--- config.mk ---
export PLATFORM = sky130hd
export DESIGN_NAME = pace_vbat_leadoff_config_regs
export DESIGN_NICKNAME = d
export VERILOG_FILES = /design/src/pkg/pace_cfg_pkg.sv /design/src/verilog/pace_terminal_decode.sv /design/src/verilog/pace_vbat_leadoff_config_regs.sv
export SDC_FILE = /design/constraint.sdc
export NUM_CORES = 1
export LEC_CHECK = 0
export BUFFER_PORTS_ARGS = -buffer_cell sky130_fd_sc_hd__buf_2
export CELL_PAD_IN_SITES_DETAIL_PLACEMENT = 1
export CELL_PAD_IN_SITES_GLOBAL_PLACEMENT = 2
export CORE_UTILIZATION = 22
export CTS_CLUSTER_DIAMETER = 100
export DETAILED_ROUTE_END_ITERATION = 8
export PLACE_DENSITY_LB_ADDON = 0.1
export RECOVER_POWER = 50
export SLEW_MARGIN = 20
export SYNTH_ARGS = -nofsm -noshare
export SYNTH_HDL_FRONTEND = slang
export SYNTH_SLANG_ARGS = --single-unit
--- constraint.sdc ---
create_clock -name clock -period 1.6 [get_ports clock]
set_input_delay 0.24 -clock clock [delete_from_list [all_inputs] [get_ports clock]]
set_output_delay 0.24 -clock clock [all_outputs]
set_load 0.005 [all_outputs]
--- src/pkg/pace_cfg_pkg.sv ---
// Purpose: constants for the pace, battery-monitor and lead-off configuration bank
// Assumes: 32-bit avalon-mm word access, register index times four gives byte address
// Notes: reserved bits read as zero
package pace_cfg_pkg;
    // ==========================================================
    // register indices and byte addresses
    localparam logic [7:0] PACE_ROUTING_INDEX = 8'h04;
    localparam logic [7:0] BATTERY_ROUTING_INDEX = 8'h05;
    localparam logic [7:0] LEAD_OFF_INDEX = 8'h06;
    localparam int ADDR_WIDTH = 5;
    localparam logic [4:0] PACE_ROUTING_ADDR = 5'h10;
    localparam logic [4:0] BATTERY_ROUTING_ADDR = 5'h14;
    localparam logic [4:0] LEAD_OFF_ADDR = 5'h18;
    // ==========================================================
    // reset values
    localparam logic [7:0] PACE_ROUTING_RESET = 8'h00;
    localparam logic [2:0] BATTERY_ROUTING_RESET = 3'h0;
    localparam logic [4:0] LEAD_OFF_RESET = 5'h08;
    // ==========================================================
    // field positions
    localparam int PACE_TEST_MSB = 7;
    localparam int PACE_TEST_LSB = 6;
    localparam int PACE_POS_MSB = 5;
    localparam int PACE_POS_LSB = 3;
    localparam int PACE_NEG_MSB = 2;
    localparam int PACE_NEG_LSB = 0;
    localparam int BATTERY_MSB = 2;
    localparam int LEAD_OFF_MSB = 4;
    localparam int AC_METHOD_BIT = 4;
    localparam int SHUTDOWN_BIT = 3;
    localparam int DC_AC_BIT = 2;
    localparam int LEVEL_MSB = 1;
    localparam int LEVEL_LSB = 0;
    // ==========================================================
    // codes
    typedef enum logic [1:0] {
        TEST_NONE = 2'b00,
        TEST_POSITIVE = 2'b01,
        TEST_NEGATIVE = 2'b10,
        TEST_ZERO = 2'b11
    } test_select_e;
    localparam logic [2:0] INPUT_NONE = 3'h0;
    localparam logic [2:0] INPUT_LAST = 3'h6;
    localparam int INPUT_COUNT = 6;
endpackage

--- src/verilog/pace_terminal_decode.sv ---
// Purpose: one-hot decode of a 3-bit terminal select field
// Assumes: codes above six are left unconnected
// Notes: combinational
`timescale 1ns/1ps
`default_nettype none
module pace_terminal_decode (
    input wire logic [2:0] code,
    input wire logic testActive,
    output logic [5:0] inputHot
);
    // ==========================================================
    // decode
    always_comb begin
        inputHot = 6'h00;
        // test signal takes the terminal away from the inputs
        if (!testActive && code != pace_cfg_pkg::INPUT_NONE && code <= pace_cfg_pkg::INPUT_LAST) begin
            inputHot[3'(code - 3'h1)] = 1'b1;
        end
    end
endmodule
`default_nettype wire

--- src/verilog/pace_vbat_leadoff_config_regs.sv ---
// Purpose: configuration bank for pace routing, battery monitor and lead-off control
// Assumes: avalon-mm slave, one wait state on every access
// Notes: analog switches are driven from the decoded outputs
//
// Contract
// pace test code 00: no test signal, pace follows positive and negative fields
// pace test codes 01, 10, 11 select positive, negative, zero test signal
// pace positive field 000 disconnects, 001 to 110 select inputs one to six
// pace negative field 000 disconnects, 001 to 110 select inputs one to six
// battery bits 0..2 enable monitoring on channels 1..3, overriding routing
// battery bits reset to zero; bits 7:3 reserved
// software must shut down the channel amplifier when monitoring is enabled
// lead-off bit 4: 0 digital ac detection, 1 analog ac detection
// lead-off bit 3: 1 shuts detection down (reset), 0 makes it active
// lead-off bit 2: 0 dc detection, 1 ac detection
// lead-off bits 1:0 select comparator trigger level one to four; 7:5 reserved
//
// Implementation choice: the Avalon-MM register port.
`timescale 1ns/1ps
`default_nettype none
module pace_vbat_leadoff_config_regs (
    input wire logic clock,
    input wire logic srst,
    input wire logic [4:0] address,
    input wire logic read,
    input wire logic write,
    input wire logic [31:0] writedata,
    input wire logic [3:0] byteenable,
    output logic [31:0] readdata,
    output logic waitrequest,
    output logic [5:0] pacePositiveInput,
    output logic [5:0] paceNegativeInput,
    output logic paceTestPositive,
    output logic paceTestNegative,
    output logic paceTestZero,
    output logic [2:0] batteryWatch,
    output logic [2:0] channelRoutingEnable,
    output logic acMethodAnalog,
    output logic leadOffActive,
    output logic acModeSelect,
    output logic [3:0] acTriggerLevelHot
);
    // ==========================================================
    // storage
    logic [7:0] paceInputRouting;
    logic [2:0] batteryMonitorRouting;
    logic [4:0] leadOffControl;
    logic accessDone;
    logic [1:0] testSel;

    function automatic logic is_hit(input logic [4:0] a, input logic [4:0] target);
        is_hit = (a == target);
    endfunction

    // ==========================================================
    // bus handshake: one wait cycle, answer on the second edge
    always_ff @(posedge clock) begin
        if (srst) begin
            accessDone <= 1'b0;
        end else begin
            accessDone <= (read || write) && !accessDone;
        end
    end
    assign waitrequest = (read || write) && !accessDone;

    // ==========================================================
    // register writes, low byte lane only carries data
    always_ff @(posedge clock) begin
        if (srst) begin
            paceInputRouting <= pace_cfg_pkg::PACE_ROUTING_RESET;
        end else if (write && accessDone && byteenable[0]
                     && is_hit(address, pace_cfg_pkg::PACE_ROUTING_ADDR)) begin
            paceInputRouting <= writedata[7:0];
        end
    end

    always_ff @(posedge clock) begin
        if (srst) begin
            batteryMonitorRouting <= pace_cfg_pkg::BATTERY_ROUTING_RESET;
        end else if (write && accessDone && byteenable[0]
                     && is_hit(address, pace_cfg_pkg::BATTERY_ROUTING_ADDR)) begin
            batteryMonitorRouting <= writedata[pace_cfg_pkg::BATTERY_MSB:0];
        end
    end

    always_ff @(posedge clock) begin
        if (srst) begin
            leadOffControl <= pace_cfg_pkg::LEAD_OFF_RESET;
        end else if (write && accessDone && byteenable[0]
                     && is_hit(address, pace_cfg_pkg::LEAD_OFF_ADDR)) begin
            leadOffControl <= writedata[pace_cfg_pkg::LEAD_OFF_MSB:0];
        end
    end

    // ==========================================================
    // read data, unmapped reads as zero
    always_ff @(posedge clock) begin
        if (srst) begin
            readdata <= 32'h0000_0000;
        end else if (read && !accessDone) begin
            if (is_hit(address, pace_cfg_pkg::PACE_ROUTING_ADDR)) begin
                readdata <= {24'h00_0000, paceInputRouting};
            end else if (is_hit(address, pace_cfg_pkg::BATTERY_ROUTING_ADDR)) begin
                readdata <= {29'h0000_0000, batteryMonitorRouting};
            end else if (is_hit(address, pace_cfg_pkg::LEAD_OFF_ADDR)) begin
                readdata <= {27'h000_0000, leadOffControl};
            end else begin
                readdata <= 32'h0000_0000;
            end
        end
    end

    // ==========================================================
    // pace routing
    assign testSel = paceInputRouting[pace_cfg_pkg::PACE_TEST_MSB:pace_cfg_pkg::PACE_TEST_LSB];

    always_comb begin
        paceTestPositive = 1'b0;
        paceTestNegative = 1'b0;
        paceTestZero = 1'b0;
        case (testSel)
            pace_cfg_pkg::TEST_POSITIVE: paceTestPositive = 1'b1;
            pace_cfg_pkg::TEST_NEGATIVE: paceTestNegative = 1'b1;
            pace_cfg_pkg::TEST_ZERO: paceTestZero = 1'b1;
            default: paceTestZero = 1'b0;
        endcase
    end

    pace_terminal_decode positiveDecode (
        .code(paceInputRouting[pace_cfg_pkg::PACE_POS_MSB:pace_cfg_pkg::PACE_POS_LSB]),
        .testActive(testSel != pace_cfg_pkg::TEST_NONE),
        .inputHot(pacePositiveInput)
    );

    pace_terminal_decode negativeDecode (
        .code(paceInputRouting[pace_cfg_pkg::PACE_NEG_MSB:pace_cfg_pkg::PACE_NEG_LSB]),
        .testActive(testSel != pace_cfg_pkg::TEST_NONE),
        .inputHot(paceNegativeInput)
    );

    // ==========================================================
    // battery monitor overrides normal channel routing
    // amplifier shutdown is left to software, not enforced here
    assign batteryWatch = batteryMonitorRouting;
    assign channelRoutingEnable = ~batteryMonitorRouting;

    // ==========================================================
    // lead-off control
    assign acMethodAnalog = leadOffControl[pace_cfg_pkg::AC_METHOD_BIT];
    assign leadOffActive = !leadOffControl[pace_cfg_pkg::SHUTDOWN_BIT];
    assign acModeSelect = leadOffControl[pace_cfg_pkg::DC_AC_BIT];

    always_comb begin
        acTriggerLevelHot = 4'h0;
        acTriggerLevelHot[leadOffControl[pace_cfg_pkg::LEVEL_MSB:pace_cfg_pkg::LEVEL_LSB]] = 1'b1;
    end
endmodule
`default_nettype wire
==> flow_summary.yaml <==
logic_synthesis:
  synth_enable_flop_cells: 0
  synthesized_flop_and_latch_total: 25
  syn_area_mm2: 0.00165
  synth.distinct_cells: 39
  synthDominantCellAreaShare: 0.303
  synth_area_per_cell_um2: 8.43
  async_reset_ff_frac: 0
  synth_area_leaders: "dfxtp_1 (30%), buf_4 (11%), nand4_1 (5.7%)"
  synthDominantAreaCellType: "dfxtp_1"
  ys_seq_area_frac: 0.303
  synth_flop_cell: "dfxtp_1"
  synthesis.instances: 196
  ys.warnings.count: 0
cts:
  number_of_clock_buffers_inserted_by_tritoncts: 3
  max-clock-path-buffers: 2
  cts.hold.buffers_added: 0
  clock_insertion_delay_worst_skew_ns: 0.27
  clock_tree.root_cell: "clkbuf_8"
  tritoncts: "done"
  htree_levels: 1
  cts.sinks: 25
  clk_pin_slew_ns: 0.10
critical_path:
  r2r-end: "leadOffControl[3]"
  setup.worst_path.start: "paceInputRouting[3]"
  cp_launch_type: "flip-flop"
  crit_required_ns: 1.36
  reg2reg_depth: 4
  critical_path_arrival_ns: 1.53
  timing.reg2reg.setup_slack_ns: 0.30
  worst_setup_path_end_kind: "output port"
  critical_path_class: "reg2out"
  critPathMaxFanout: 3
  reg2reg_from: "accessDone"
sta:
  report.final.slew_viol_count: 0
  hold_violations_final: 0
  final.setup_skew_ns: 0.00678
  final.min_clock_period_ns: 1.77
  finalSetupViolations: 12
  timing.fmax_mhz: 563
  period_utilization: 1.11
  fin_tns_setup_ns: -1.28
  timing.final.ws_setup_ns: -0.175
  rsz0062_at_grt: "yes"
  fin_hold_ws_ns: 0.207
worst_hold_path:
  min_delay_endpoint: "leadOffControl[3]"
  hold_path_startpoint: "writedata[3]"
  worstHoldPathCells: 2
  worst_hold_path_type: "in2reg"
cells_and_area:
  mostFrequentLayoutCells: "buf_2 (42), conb_1 (24), dfxtp_1 (19), buf_4 (19), nand4_1 (15)"
  area_delta_synth_final_pct: 35.9
  final_net_count: 318
  final_instance_area_mm2: 0.00225
  diodes: 0
  commonest_non_fill_non_tap_cell_in_the_layout: "buf_2"
  fin_util: 0.310
  filler_cell_count: 899
  post_route_cells_drive_above_1_share: 0.376
power_and_ir_drop:
  maximum_vdd_drop_mv: 0.266
  power_frac_clock: 0.335
  internal_power_mw: 0.852
  switching_share: 0.265
  p_sw_mw: 0.307
  cellPowerDensity_mw_per_mm2: 516
  leakagePower_nw: 0.904
  portion_of_total_power_attributed_to_sequential_cells: 0.540
  combinational_group_share_of_total_power: 0.125
placed_design:
  dp_hpwl_mm: 3.80
  gp_congestion: 0.694
  pre_cts_ws_ns: 0.0388
  io_buffer_count: 54
  placement.cell_area_mm2: 0.00202
grt:
  first_global_vias: 1539
  grt_start_max_net_pins: 28
  wire_length_of_the_first_global_routing_pass_mm: 7.74
  overall_fraction_of_global_route_tracks_in_use: 0.127
  antenna_violations_before_repair: 0
  globalRouteOverflowTotal: 0
detailed_routing:
  via_per_inst: 4.36
  drc_errors: 0
  drt_first_pass_iters: 4
  drt-initial-drc-count: 36
  antenna_left: 0
  detail_route.wl_per_cell_um: 13.4
  drt_wl_total_mm: 4.90
  dr_total_vias: 1591
floorplan:
  core_footprint_mm2: 0.00725
  top_level_ports: 106
  die_w_um: 88.7
  placement_rows: 31
  design.die.area_mm2: 0.00786
  die_height_um: 88.7
  initial_utilization: 0.228
run_status:
  status: "complete, but fails checks"
  failed_checks: "negative setup slack"
flow_run:
  maxCapViolations: 0
==> power by group through the flow <==
stage	Sequential (mW)	Combinational [mW]	Clock, mW
after floorplan	0.643	0.122	0
after global placement	0.644	0.146	0
after detailed placement	0.644	0.146	0
after CTS	0.628	0.147	0.411
after global routing	0.627	0.162	0.434
final	0.626	0.144	0.389
==> worst max path at each step <==
stage,to,slack (ns),cells past startpoint
floorplan,paceNegativeInput[2],0.17,5
global placement,pacePositiveInput[4],0.01,5
detailed placement,pacePositiveInput[1],0.04,5
CTS,paceNegativeInput[1],-0.14,5
global route,pacePositiveInput[1],-0.27,6
finish,pacePositiveInput[5],-0.17,7
==> flip-flops by register name, indices dropped and copies added (netlist names) <==
| register | flops |
|---|---|
| paceInputRouting | 8 |
| readdata | 8 |
| leadOffControl | 5 |
| batteryWatch | 3 |
| accessDone | 1 |
==> final cells by class <==
class | instances | area, µm² | area share
clock buffer | 4 | 45.0 | 0.0201
tap | 99 | 124 | 0.0552
timing repair buffer | 76 | 424 | 0.189
inverter | 8 | 40.0 | 0.0178
multi-input combinational | 153 | 1100 | 0.490
sequential | 25 | 513 | 0.228
==> cells by family (layout without fill, tap and decap cells) <==
family                     Yosys count  count (layout)  synth area share
AOI/OAI and AO/OA                   38              38             0.151
muxes                                6               6            0.0379
buffers and inverters               41              88             0.162
adders and majority gates            6               6            0.0454
other                                1              24           0.00227
xor gates and xnor gates             4               4            0.0212
DFF                                 25              25             0.303
and+or+nand+nor                     75              75             0.277
==> per-layer routing <==
metal  part of all wire  GRT usage  vias to the layer above
met4             0.0061     0.0264                        0
li1                   -          -                      794
met3              0.042     0.0168                        2
met1               0.48      0.174                      741
met5                  0          0                        -
met2               0.47      0.214                       54
==> synth_stat cells (2+ instances only) <==
cell	count
a21oi_1	13
a311o_1	3
a32oi_1	3
and2_1	2
and3_1	2
buf_2	4
buf_4	25
buf_6	2
clkbuf_1	2
dfxtp_1	25
ha_1	6
inv_1	8
mux2_2	2
mux2i_1	4
nand2_1	7
nand2b_1	14
nand3_1	3
nand3b_1	2
nand4_1	15
nor2_1	7
nor2b_1	5
nor3_1	9
nor4_1	2
o21ai_0	11
o2bb2ai_1	3
o31ai_2	2
xnor2_1	2
xor2_1	2
==> through the flow <==
step	instances	power, mW
global route	365	1.22
CTS	363	1.19
finish	365	1.16
global placement	355	0.790
detailed placement	355	0.790
floorplan	219	0.765
==> critical path, stage by stage (launching register included) <==
cell,delay (ns)
dfxtp_2,0.36
inv_4,0.05
buf_4,0.14
ha_4,0.17
xnor2_4,0.13
buf_6,0.12
nor3_1,0.14
buf_2,0.14
==> repair_timing <==
item | CTS | global route
hold endpoints to repair | 0 | 0
setup buffers | 4 | 2
pin swaps | 10 | 11
setup endpoints to repair | 12 | 12
resized for setup | 20 | 17
Power figures use the tool's default switching activity.
